`config.mk`:
```
export PLATFORM = sky130hd
export DESIGN_NAME = mbou_top
export DESIGN_NICKNAME = d
export VERILOG_FILES = /design/src/design/mbou_pkg.sv /design/src/design/mbou_cnt_if.sv /design/src/design/mbou_tracker.sv /design/src/design/mbou_top.sv
export VERILOG_INCLUDE_DIRS = /design/src /design/src/design
export SDC_FILE = /design/constraint.sdc
export NUM_CORES = 1
export LEC_CHECK = 0
export BUFFER_PORTS_ARGS = -buffer_cell sky130_fd_sc_hd__buf_2
export CORE_MARGIN = 2
export CORE_UTILIZATION = 46
export CTS_BUF_LIST = sky130_fd_sc_hd__clkbuf_2
export DETAILED_ROUTE_END_ITERATION = 16
export PLACE_DENSITY = 0.9
export RECOVER_POWER = 25
export SLEW_MARGIN = 20
export SYNTH_ARGS = -nofsm -noshare
export SYNTH_HDL_FRONTEND = slang
export SYNTH_SLANG_ARGS = --single-unit
```
`constraint.sdc`:
```
create_clock -name mclk -period 2.99 [get_ports mclk]
set_clock_uncertainty 0.15 [all_clocks]
set_input_delay 0.598 -clock mclk [delete_from_list [all_inputs] [get_ports mclk]]
set_output_delay 0.598 -clock mclk [all_outputs]
set_load 0.05 [all_outputs]
```
`src/design/mbou_consts.svh`:
```
`ifndef MBOU_CONSTS_SVH
`define MBOU_CONSTS_SVH

// Barrier type field
`define MBOU_STYPE_W 5
`define MBOU_STYPE_FULL 5'h00
`define MBOU_STYPE_ST_ST 5'h04
`define MBOU_STYPE_ALL_ORD 5'h10
`define MBOU_STYPE_LD_ALL 5'h11
`define MBOU_STYPE_ALL_ST 5'h12
`define MBOU_STYPE_LD_LD 5'h13

// Outstanding-operation counters
`define MBOU_CNT_W 4
`define MBOU_CNT_N 4
`define MBOU_CNT_ONE 4'h1
`define MBOU_CNT_ZERO 4'h0
`define MBOU_CNT_HIGH 4'hE
`define MBOU_IX_ORD_LD 0
`define MBOU_IX_ORD_ST 1
`define MBOU_IX_CMP_LD 2
`define MBOU_IX_CMP_ST 3

// Operation payload
`define MBOU_ADDR_W 32
`define MBOU_DATA_W 32

`endif

```
`src/design/mbou_pkg.sv`:
```
`include "mbou_consts.svh"

package mbou_pkg;

    typedef enum logic [1:0] {
        MBOU_ST_IDLE = 2'h0,
        MBOU_ST_DRAIN = 2'h1,
        MBOU_ST_DONE = 2'h3
    } mbou_state_t;

    // Cache ops behave as stores, prefetches as loads
    typedef enum logic [1:0] {
        MBOU_CLS_LOAD = 2'h0,
        MBOU_CLS_STORE = 2'h1,
        MBOU_CLS_CACHEOP = 2'h2,
        MBOU_CLS_PREFETCH = 2'h3
    } mbou_cls_t;

    typedef struct packed {
        logic old_ld;
        logic old_st;
        logic yng_ld;
        logic yng_st;
        logic cmpl;
    } mbou_mask_t;

endpackage : mbou_pkg

```
`src/design/mbou_cnt_if.sv`:
```
`include "mbou_consts.svh"

interface mbou_cnt_if;
    logic [`MBOU_CNT_N-1:0] inc;
    logic [`MBOU_CNT_N-1:0] dec;
    logic [`MBOU_CNT_N-1:0] zero;
    logic [`MBOU_CNT_N-1:0] high;

    modport ctl (output inc, output dec, input zero, input high);
    modport trk (input inc, input dec, output zero, output high);
endinterface : mbou_cnt_if

```
`src/design/mbou_tracker.sv`:
```
`include "mbou_consts.svh"

module mbou_tracker (
    input wire logic clk,
    input wire logic rst_n,
    mbou_cnt_if.trk cnt
);

    logic [`MBOU_CNT_W-1:0] cnt_q [`MBOU_CNT_N];
    logic [`MBOU_CNT_W-1:0] cnt_d [`MBOU_CNT_N];

    genvar gi;
    generate
        for (gi = 0; gi < `MBOU_CNT_N; gi++)
        begin : g_cnt
            always_comb
            begin
                cnt_d[gi] = cnt_q[gi];
                if (cnt.inc[gi] && !cnt.dec[gi])
                    cnt_d[gi] = cnt_q[gi] + `MBOU_CNT_ONE;
                else if (!cnt.inc[gi] && cnt.dec[gi] && cnt_q[gi] != `MBOU_CNT_ZERO)
                    cnt_d[gi] = cnt_q[gi] - `MBOU_CNT_ONE;
            end

            always_ff @(posedge clk or negedge rst_n)
            begin
                if (!rst_n)
                    cnt_q[gi] <= `MBOU_CNT_ZERO;
                else
                    cnt_q[gi] <= cnt_d[gi];
            end

            assign cnt.zero[gi] = (cnt_q[gi] == `MBOU_CNT_ZERO);
            assign cnt.high[gi] = (cnt_q[gi] >= `MBOU_CNT_HIGH);
        end
    endgenerate

endmodule : mbou_tracker

```
`src/design/mbou_top.sv`:
```
`include "mbou_consts.svh"

module mbou_top (
    input wire logic mclk,
    input wire logic rst_n,
    input wire logic bar_valid,
    input wire logic [`MBOU_STYPE_W-1:0] bar_stype,
    output logic bar_ready,
    output logic bar_done,
    input wire logic mop_valid,
    input wire logic [1:0] mop_cls,
    input wire logic mop_sync,
    input wire logic [`MBOU_ADDR_W-1:0] mop_addr,
    input wire logic [`MBOU_DATA_W-1:0] mop_wdata,
    output logic mop_ready,
    output logic hold_ld,
    output logic hold_st,
    output logic lsd_valid,
    output logic [1:0] lsd_cls,
    output logic lsd_sync,
    output logic [`MBOU_ADDR_W-1:0] lsd_addr,
    output logic [`MBOU_DATA_W-1:0] lsd_wdata,
    input wire logic lsd_ready,
    input wire logic ev_ord_ld,
    input wire logic ev_ord_st,
    input wire logic ev_ld_done,
    input wire logic ev_st_gp
);

    ////////////////////////////////////////////////////////////////////////////
    // Reset release

    logic rst_s1_q;
    logic rst_s2_q;

    always_ff @(posedge mclk or negedge rst_n)
    begin
        if (!rst_n)
        begin
            rst_s1_q <= 1'b0;
            rst_s2_q <= 1'b0;
        end
        else
        begin
            rst_s1_q <= 1'b1;
            rst_s2_q <= rst_s1_q;
        end
    end

    ////////////////////////////////////////////////////////////////////////////
    // Decoding

    function automatic mbou_pkg::mbou_mask_t stype_mask(input logic [`MBOU_STYPE_W-1:0] st);
        mbou_pkg::mbou_mask_t m;
        m = '{old_ld: 1'b1, old_st: 1'b1, yng_ld: 1'b1, yng_st: 1'b1, cmpl: 1'b1};
        case (st)
            `MBOU_STYPE_ST_ST: m = '{old_ld: 1'b0, old_st: 1'b1, yng_ld: 1'b0, yng_st: 1'b1, cmpl: 1'b0};
            `MBOU_STYPE_ALL_ORD: m = '{old_ld: 1'b1, old_st: 1'b1, yng_ld: 1'b1, yng_st: 1'b1, cmpl: 1'b0};
            `MBOU_STYPE_LD_ALL: m = '{old_ld: 1'b1, old_st: 1'b0, yng_ld: 1'b1, yng_st: 1'b1, cmpl: 1'b0};
            `MBOU_STYPE_ALL_ST: m = '{old_ld: 1'b1, old_st: 1'b1, yng_ld: 1'b0, yng_st: 1'b1, cmpl: 1'b0};
            `MBOU_STYPE_LD_LD: m = '{old_ld: 1'b1, old_st: 1'b0, yng_ld: 1'b1, yng_st: 1'b0, cmpl: 1'b0};
            default: m = m;
        endcase
        return m;
    endfunction : stype_mask

    // Prefetches count as loads, cache ops as stores
    function automatic logic cls_is_store(input logic [1:0] c);
        return (c == mbou_pkg::MBOU_CLS_STORE) || (c == mbou_pkg::MBOU_CLS_CACHEOP);
    endfunction : cls_is_store

    ////////////////////////////////////////////////////////////////////////////
    // Outstanding counters

    mbou_cnt_if cnt ();

    mbou_tracker u_tracker (
        .clk(mclk),
        .rst_n(rst_s2_q),
        .cnt(cnt)
    );

    ////////////////////////////////////////////////////////////////////////////
    // Barrier sequencing and op gate

    mbou_pkg::mbou_state_t state_q;
    mbou_pkg::mbou_state_t state_d;
    mbou_pkg::mbou_mask_t mask_q;
    mbou_pkg::mbou_mask_t mask_d;
    logic bar_ready_q;
    logic bar_ready_d;
    logic bar_done_q;
    logic bar_done_d;
    logic hold_ld_q;
    logic hold_ld_d;
    logic hold_st_q;
    logic hold_st_d;
    logic mop_ready_q;
    logic mop_ready_d;
    logic lsd_valid_q;
    logic lsd_valid_d;
    logic [1:0] lsd_cls_q;
    logic [1:0] lsd_cls_d;
    logic lsd_sync_q;
    logic lsd_sync_d;
    logic [`MBOU_ADDR_W-1:0] lsd_addr_q;
    logic [`MBOU_ADDR_W-1:0] lsd_addr_d;
    logic [`MBOU_DATA_W-1:0] lsd_wdata_q;
    logic [`MBOU_DATA_W-1:0] lsd_wdata_d;
    logic op_st;
    logic op_take;
    logic older_clear;

    always_comb
    begin
        op_st = cls_is_store(mop_cls);
        // Unordered access types never see the hold; synced prefetches are held by hold_ld
        op_take = mop_valid && mop_ready_q &&
                  !(mop_sync && (op_st ? hold_st_q : hold_ld_q));

        cnt.inc = '0;
        if (op_take && mop_sync)
        begin
            cnt.inc[`MBOU_IX_ORD_LD] = !op_st;
            cnt.inc[`MBOU_IX_ORD_ST] = op_st;
            cnt.inc[`MBOU_IX_CMP_LD] = !op_st;
            cnt.inc[`MBOU_IX_CMP_ST] = op_st;
        end
        cnt.dec[`MBOU_IX_ORD_LD] = ev_ord_ld;
        cnt.dec[`MBOU_IX_ORD_ST] = ev_ord_st;
        cnt.dec[`MBOU_IX_CMP_LD] = ev_ld_done;
        cnt.dec[`MBOU_IX_CMP_ST] = ev_st_gp;

        // Completion waits on performed counts; ordering only on the ordering point
        if (mask_q.cmpl)
            older_clear = (!mask_q.old_ld || cnt.zero[`MBOU_IX_CMP_LD]) &&
                          (!mask_q.old_st || cnt.zero[`MBOU_IX_CMP_ST]);
        else
            older_clear = (!mask_q.old_ld || cnt.zero[`MBOU_IX_ORD_LD]) &&
                          (!mask_q.old_st || cnt.zero[`MBOU_IX_ORD_ST]);

        state_d = state_q;
        mask_d = mask_q;
        case (state_q)
            mbou_pkg::MBOU_ST_IDLE:
            begin
                if (bar_valid && bar_ready_q)
                begin
                    mask_d = stype_mask(bar_stype);
                    state_d = mbou_pkg::MBOU_ST_DRAIN;
                end
            end
            mbou_pkg::MBOU_ST_DRAIN:
            begin
                if (older_clear)
                    state_d = mbou_pkg::MBOU_ST_DONE;
            end
            mbou_pkg::MBOU_ST_DONE:
                state_d = mbou_pkg::MBOU_ST_IDLE;
            default:
                state_d = mbou_pkg::MBOU_ST_IDLE;
        endcase

        bar_ready_d = (state_d == mbou_pkg::MBOU_ST_IDLE) && !(bar_valid && bar_ready_q);
        bar_done_d = (state_d == mbou_pkg::MBOU_ST_DONE);
        hold_ld_d = (state_d == mbou_pkg::MBOU_ST_DRAIN) && mask_d.yng_ld;
        hold_st_d = (state_d == mbou_pkg::MBOU_ST_DRAIN) && mask_d.yng_st;

        // Single-entry stage towards the datapath keeps issue strictly in order
        lsd_valid_d = lsd_valid_q;
        lsd_cls_d = lsd_cls_q;
        lsd_sync_d = lsd_sync_q;
        lsd_addr_d = lsd_addr_q;
        lsd_wdata_d = lsd_wdata_q;
        if (lsd_valid_q && lsd_ready)
            lsd_valid_d = 1'b0;
        if (op_take)
        begin
            lsd_valid_d = 1'b1;
            lsd_cls_d = mop_cls;
            lsd_sync_d = mop_sync;
            lsd_addr_d = mop_addr;
            lsd_wdata_d = mop_wdata;
        end
        // Ready is registered, so refuse a cycle early near counter limit
        mop_ready_d = !lsd_valid_d && !(|cnt.high);
    end

    always_ff @(posedge mclk or negedge rst_s2_q)
    begin
        if (!rst_s2_q)
        begin
            state_q <= mbou_pkg::MBOU_ST_IDLE;
            mask_q <= '0;
            bar_ready_q <= 1'b0;
            bar_done_q <= 1'b0;
            hold_ld_q <= 1'b0;
            hold_st_q <= 1'b0;
            mop_ready_q <= 1'b0;
            lsd_valid_q <= 1'b0;
            lsd_cls_q <= 2'h0;
            lsd_sync_q <= 1'b0;
            lsd_addr_q <= '0;
            lsd_wdata_q <= '0;
        end
        else
        begin
            state_q <= state_d;
            mask_q <= mask_d;
            bar_ready_q <= bar_ready_d;
            bar_done_q <= bar_done_d;
            hold_ld_q <= hold_ld_d;
            hold_st_q <= hold_st_d;
            mop_ready_q <= mop_ready_d;
            lsd_valid_q <= lsd_valid_d;
            lsd_cls_q <= lsd_cls_d;
            lsd_sync_q <= lsd_sync_d;
            lsd_addr_q <= lsd_addr_d;
            lsd_wdata_q <= lsd_wdata_d;
        end
    end

    assign bar_ready = bar_ready_q;
    assign bar_done = bar_done_q;
    assign hold_ld = hold_ld_q;
    assign hold_st = hold_st_q;
    assign mop_ready = mop_ready_q;
    assign lsd_valid = lsd_valid_q;
    assign lsd_cls = lsd_cls_q;
    assign lsd_sync = lsd_sync_q;
    assign lsd_addr = lsd_addr_q;
    assign lsd_wdata = lsd_wdata_q;

endmodule : mbou_top

```
# Word level (Yosys, flattened, before mapping)
# Cells that the tools add are included.
word_totals:
  reg_bits: 98
  in_bits: 81
  output_inout_bits: 73
  elab_cells: 123
op_classes:
  add_sub_neg: 8
  magnitude_cmp: 4
  n_eq_ne: 10
  mux: 19
  n_reduce_logical: 60
ops:
  columns: ["cell", "count"]
  rows:
  - ["4-bit 2-to-1 mux", 9]
  - ["5-bit case mux with 5 select lines", 1]
  - ["1-bit logical AND", 24]
  - ["5-bit == test, second input constant", 4]
  - ["4-bit by 1-bit adder with 4-bit output, second input constant", 4]
  - ["4-bit greater-or-equal comparator, second input constant", 4]
  - ["4-bit zero test", 4]
  - ["4-bit nonzero test", 4]
  - ["4-bit by 1-bit subtractor with 4-bit output, second input constant", 4]
  - ["1-bit zero test", 15]
  - ["2-bit nonzero test", 4]
  - ["2-bit by 1-bit == test with 1-bit output, second input constant", 3]
  - ["3-bit 2-to-1 mux", 2]
  - ["5-bit by 3-bit == test with 1-bit output, second input constant", 1]
  - ["1-bit logical OR", 5]
  - ["2-bit == test, second input constant", 2]
  - ["2-bit zero test", 2]
  - ["1-bit 2-to-1 mux", 4]
  - ["2-bit 2-to-1 mux", 2]
  - ["2-bit case mux with 2 select lines", 1]
  - ["4-bit OR reduction", 1]
  - ["2-bit AND reduction", 1]

# Depth between registers and ports, before layout
logic_depth:
  word_depth: 13
  ltp_mapped: 8
  mapped_depth_nobuf: 7

# By module
# Synthesis repeated with hierarchy kept, for this count alone.
unflattened:
  cells_unflattened: 317
  area_unflattened_um2: 4599.4
modules_own_cells:
  columns: ["mod", "n_inst", "cells_each", "area_per_inst_um2", "seq_area_each_um2"]
  rows:
  - ["mbou_top", 1, 217, 3402.0, 2052.0]
  - ["mbou_tracker", 1, 100, 1197.4, 400.4]

# Least setup slack after synthesis
# Ideal clock, no wire load.
synth_path:
  path_type: "register to register"
  from: "register mop_ready_q (netlist: mop_ready)"
  to: "register u_tracker.cnt_q[15] (netlist name)"
  setup_ps: 124
  t_arrival_ps: 2617
  required_ps: 2716
  slack_ps: 99
  path_stages_with_launch: 9
  n_path_buf: 1
  synth_period_minus_slack_ps: 2891
  cell_sequence: "dfrtp_1 -> nand4b_1 -> or3_1 -> clkbuf_1 -> ha_1 -> a21o_1 -> a21oi_1 -> mux2_2 -> a211o_1"
synth_via:
  elab_chain_cells: 8
  elab_cells_between_ends: 10
  cone_classes: "2 x mux; 8 x reduce/logical"
synth_lines:
  columns: ["element", "line_no", "rtl"]
  rows:
  - ["start, declared", "mbou_top.sv:98", "logic mop_ready_q;"]
  - ["start signal, assigned", "mbou_top.sv:214", "mop_ready_q <= mop_ready_d;"]
  - ["1-bit logical AND (*) (2 in a row)", "mbou_top.sv:118", "op_take = mop_valid && mop_ready_q &&"]
  - ["1-bit logical AND (*)", "mbou_top.sv:122", "if (op_take && mop_sync)"]
  - ["4-bit 2-to-1 mux (*)", "mbou_top.sv:122", null]
  - ["1-bit zero test", "mbou_tracker.sv:21", "else if (!cnt.inc[gi] && cnt.dec[gi] && cnt_q[gi] != `MBOU_CNT_ZERO)"]
  - ["1-bit logical AND", "mbou_tracker.sv:21", null]
  - ["1-bit logical AND (no source line)", null, null]
  - ["2-bit nonzero test (no source line)", null, null]
  - ["end signal, assigned by index", "mbou_tracker.sv:28", "cnt_q[gi] <= `MBOU_CNT_ZERO;"]
  - ["end signal, assigned by index", "mbou_tracker.sv:30", "cnt_q[gi] <= cnt_d[gi];"]
  - ["end, declared", "mbou_tracker.sv:9", "logic [`MBOU_CNT_W-1:0] cnt_q [`MBOU_CNT_N];"]
# Every way passes the cells marked *; elsewhere a longest branch is shown, timed or not.
# A chain may end at the register's enable or synchronous reset.

# Final worst setup path
layout_path:
  from: "register hold_ld_q (netlist: hold_ld)"
  to: "register u_tracker.cnt_q[15] (netlist name)"
layout_via:
  elab_chain_cells: 10
  elab_cells_between_ends: 12
  cone_classes: "3 x mux; 9 x reduce/logical"
layout_lines:
  columns: ["element", "line_no", "rtl"]
  rows:
  - ["start, declared", "mbou_top.sv:94", "logic hold_ld_q;"]
  - ["start signal, assigned", "mbou_top.sv:212", "hold_ld_q <= hold_ld_d;"]
  - ["1-bit 2-to-1 mux (*)", "mbou_top.sv:119", "!(mop_sync && (op_st ? hold_st_q : hold_ld_q));"]
  - ["1-bit logical AND (*)", "mbou_top.sv:119", null]
  - ["1-bit zero test (*)", "mbou_top.sv:119", null]
  - ["1-bit logical AND (*)", "mbou_top.sv:118", null]
  - ["1-bit logical AND (*)", "mbou_top.sv:122", null]
  - ["4-bit 2-to-1 mux (*)", "mbou_top.sv:122", null]
  - ["1-bit zero test", "mbou_tracker.sv:21", null]
  - ["1-bit logical AND", "mbou_tracker.sv:21", null]
  - ["1-bit logical AND (no source line)", null, null]
  - ["2-bit nonzero test (no source line)", null, null]
# Marked as above.

==> impl_metrics.py <==
metrics = {
    "logic_synthesis": {
        "synth_area_um2": 4260,
        "netlist.area_leader.share_pct": 57.5,
        "yosys_warnings": 0,
        "synth_area_leaders": "dfrtp_1, mux2_2, mux2_1",
        "synth_ff_type": "dfrtp_1",
        "ys_ff_latch": 98,
        "synth_fp_nets": 394,
        "ys_async_sr_fraction_pct": 100,
        "syn_inst": 301,
        "synth_edf_count": 0,
        "synth_top_area_cell": "dfrtp_1",
        "synth_seq_area_share_pct": 57.5,
        "synth_cell_types": 44,
        "avgSynthCellArea_um2": 14.2,
    },
    "route": {
        "num_vias": 3081,
        "drt-vias-per-instance": 5.31,
        "drt_iter0_drc": 162,
        "detail-route-antenna-nets": 0,
        "wl_per_cell_um": 16.3,
        "detail_route.first_pass.iterations": 4,
        "finalWirelength_um": 9430,
        "drc": 0,
    },
    "global_route": {
        "grt_max_degree": 61,
        "grt_pass1_vias": 3214,
        "grt_overflow_total": 0,
        "antenna_found_initial": 0,
        "grt_pass1_wl_um": 15200,
        "grt.total_usage_pct": 19.3,
    },
    "cts": {
        "clock-sinks": 98,
        "htreeDepth": 3,
        "root_buffer": "clkbuf_2",
        "insertion_delay_ps": 540,
        "cts_tree": "yes",
        "cts_buffers": 9,
        "clock_path_buffers": 2,
        "cts-resized-gates": 0,
        "clkTransAtPathRegs_ps": 260,
        "cts_setup_buffers": 0,
    },
    "final_layout": {
        "n_antenna_cell": 0,
        "fillers": 734,
        "final_cell_count_no_fill": 580,
        "nNetsFinal": 557,
        "syn_to_final_growth_pct": 24.5,
        "fin_util_pct": 58.3,
        "drive_gt1_share_pct": 50.3,
    },
    "floorplan": {
        "io_pins": 154,
        "fp.dieW_um": 100,
        "initial_utilization_pct": 46.8,
        "coreArea_um2": 9110,
        "die_area_um2": 10100,
        "rows": 35,
        "dieHeight_um": 100,
    },
    "placement": {
        "io_buffer_count": 153,
        "placed_cells": 563,
        "post-dp-hpwl_um": 7140,
        "pre_cts_slack_ps": -41.3,
        "gp_congestion": 0.863,
    },
    "worst_hold_path": {
        "hold_path.class": "input port to flip-flop",
        "hold_start": "bar_valid",
        "hold_path_depth": 2,
        "holdPathEnd": "bar_ready$_DFF_PN0_",
    },
    "timing": {
        "slew_headroom_pct": -19.7,
        "max_freq_mhz": 363,
        "finalCriticalPeriod_ps": 2750,
        "finalCritPeriodShare_pct": 92.1,
        "report.final.setup_viol": 0,
        "setup_slack_ps": 236,
        "hold_viol_final": 0,
        "tightest_slew_ps": 1800,
        "rsz0062_at_grt": "false",
        "slew_violations": 45,
    },
    "critical_path": {
        "reg2reg_slack_ps": 240,
        "worstRegToRegCells": 7,
        "critPathKind": "flip-flop to flip-flop",
        "required_ps": 3310,
        "rr_startpoint": "hold_ld$_DFF_PN0_",
        "cp.arrival_ps": 3070,
        "crit_path_start_kind": "flip-flop",
        "path_max_fanout": 5,
        "crit_path_end_kind": "flip-flop",
        "reg2reg_to": "u_tracker.cnt_q[15]$_DFFE_PN0P_",
    },
    "run_status": {
        "status": "complete, but fails checks",
        "violations": "max-capacitance violations, max-slew violations",
    },
    "run": {
        "drv_cap": 1,
    },
}
how the worst max path moves through the flow:
stage	from	end	slack (ps)	cells past startpoint
floorplan	mop_ready$_DFF_PN0_	u_tracker.cnt_q[15]$_DFFE_PN0P_	100	8
global placement	mop_cls[1]	u_tracker.cnt_q[7]$_DFFE_PN0P_	60	8
detailed placement	mop_cls[1]	u_tracker.cnt_q[15]$_DFFE_PN0P_	-40	8
CTS	hold_ld$_DFF_PN0_	u_tracker.cnt_q[15]$_DFFE_PN0P_	230	7
global route	hold_ld$_DFF_PN0_	u_tracker.cnt_q[7]$_DFFE_PN0P_	130	7
finish	hold_ld$_DFF_PN0_	u_tracker.cnt_q[15]$_DFFE_PN0P_	240	7
layout by cell type (no fill, tap or decap), drive strengths merged, types with 2 or more instances in the layout:
cell type	instances
or3	4
o21ai	6
a21o	5
clkinvlp	2
a211o	4
xor2	3
or4	4
dfrtp	98
o211ai	2
and2	2
ha	8
nor4b	4
nor2	10
nor3	9
inv	3
fa	4
nand4b	2
a221oi	2
nor2b	2
clkinv	3
a21oi	11
xnor2	7
o21a	4
nand3	5
clkbuf	11
buf	160
mux2	77
nor4	2
metrics by stage:
step,area (um2),hold slack (ps),setup TNS (ps)
finish,5310,68.5,0
global placement,5180,188,0
global route,5310,6.47,0
detailed placement,5180,190,-51.4
CTS,5320,31.4,0
floorplan,4260,152,0
critical path: stages (launching register included):
cell and delay (ps):
dfrtp_1 480, nand4b_1 260, or3_1 420, ha_1 320
a21o_1 190, a21oi_1 230, mux2_2 360, a211o_1 280
Yosys cell counts, drive strengths merged, types with 2 or more instances:
| cell | count |
|---|---|
| ha | 8 |
| inv | 3 |
| o21a | 4 |
| a221oi | 2 |
| dfrtp | 98 |
| and2 | 2 |
| nand3 | 5 |
| mux2 | 77 |
| o21ai | 6 |
| nor3 | 9 |
| buf | 7 |
| o211ai | 2 |
| a21oi | 11 |
| fa | 4 |
| nor2 | 10 |
| nor4b | 4 |
| a211o | 4 |
| nor2b | 2 |
| a21o | 5 |
| nor4 | 2 |
| xor2 | 3 |
| or4 | 4 |
| nand4b | 2 |
| or3 | 4 |
| clkbuf | 3 |
| xnor2 | 7 |
repair_timing:
action	CTS	global route
endpoints found under the hold margin	2	0
setup endpoints to repair	0	0
hold buffers	1	0
kinds of logic (layout without fill, tap and decap cells):
logic type	Yosys count	count (layout)	synth area share (%)
compound gates	39	39	6.34
xor+xnor	10	10	2.23
fa+ha+maj	12	12	4.23
buf+inv	13	181	2.03
flops	98	98	57.5
mux	77	77	20.4
other cells	1	1	0.0880
simple gates	51	51	7.13
sequential cells by signal, summed over array words and instances (netlist names):
register / cells
rst_s1_q: 1
lsd_wdata: 32
hold_st: 1
hold_ld: 1
lsd_addr: 32
lsd_valid: 1
mask_q: 5
state_q: 2
mop_ready: 1
rst_s2_q: 1
u_tracker.cnt_q: 16
bar_ready: 1
bar_done: 1
lsd_sync: 1
lsd_cls: 2
per-layer routing:
metal / GRT usage (%) / wire (um) / vias to the layer above
met1: 23.4 / 3790 / 1520
met3: 4.46 / 478 / 24
met2: 33.2 / 4930 / 111
li1: - / - / 1426
met5: 0 / 0 / -
met4: 7.90 / 229 / 0
cell type report:
type / instances / area, um2 / share of cell area [%]
multi-input cells: 190 / 1720 / 32.3
clock buffers: 10 / 50.0 / 0.943
well taps: 111 / 139 / 2.62
clock inverters: 6 / 78.8 / 1.49
flip-flops and latches: 98 / 2450 / 46.2
repair buffers: 162 / 860 / 16.2
inverters: 3 / 11.3 / 0.212
Power is not shown: default switching activity piles up to over one toggle a cycle in this logic, so the estimate is an artifact.
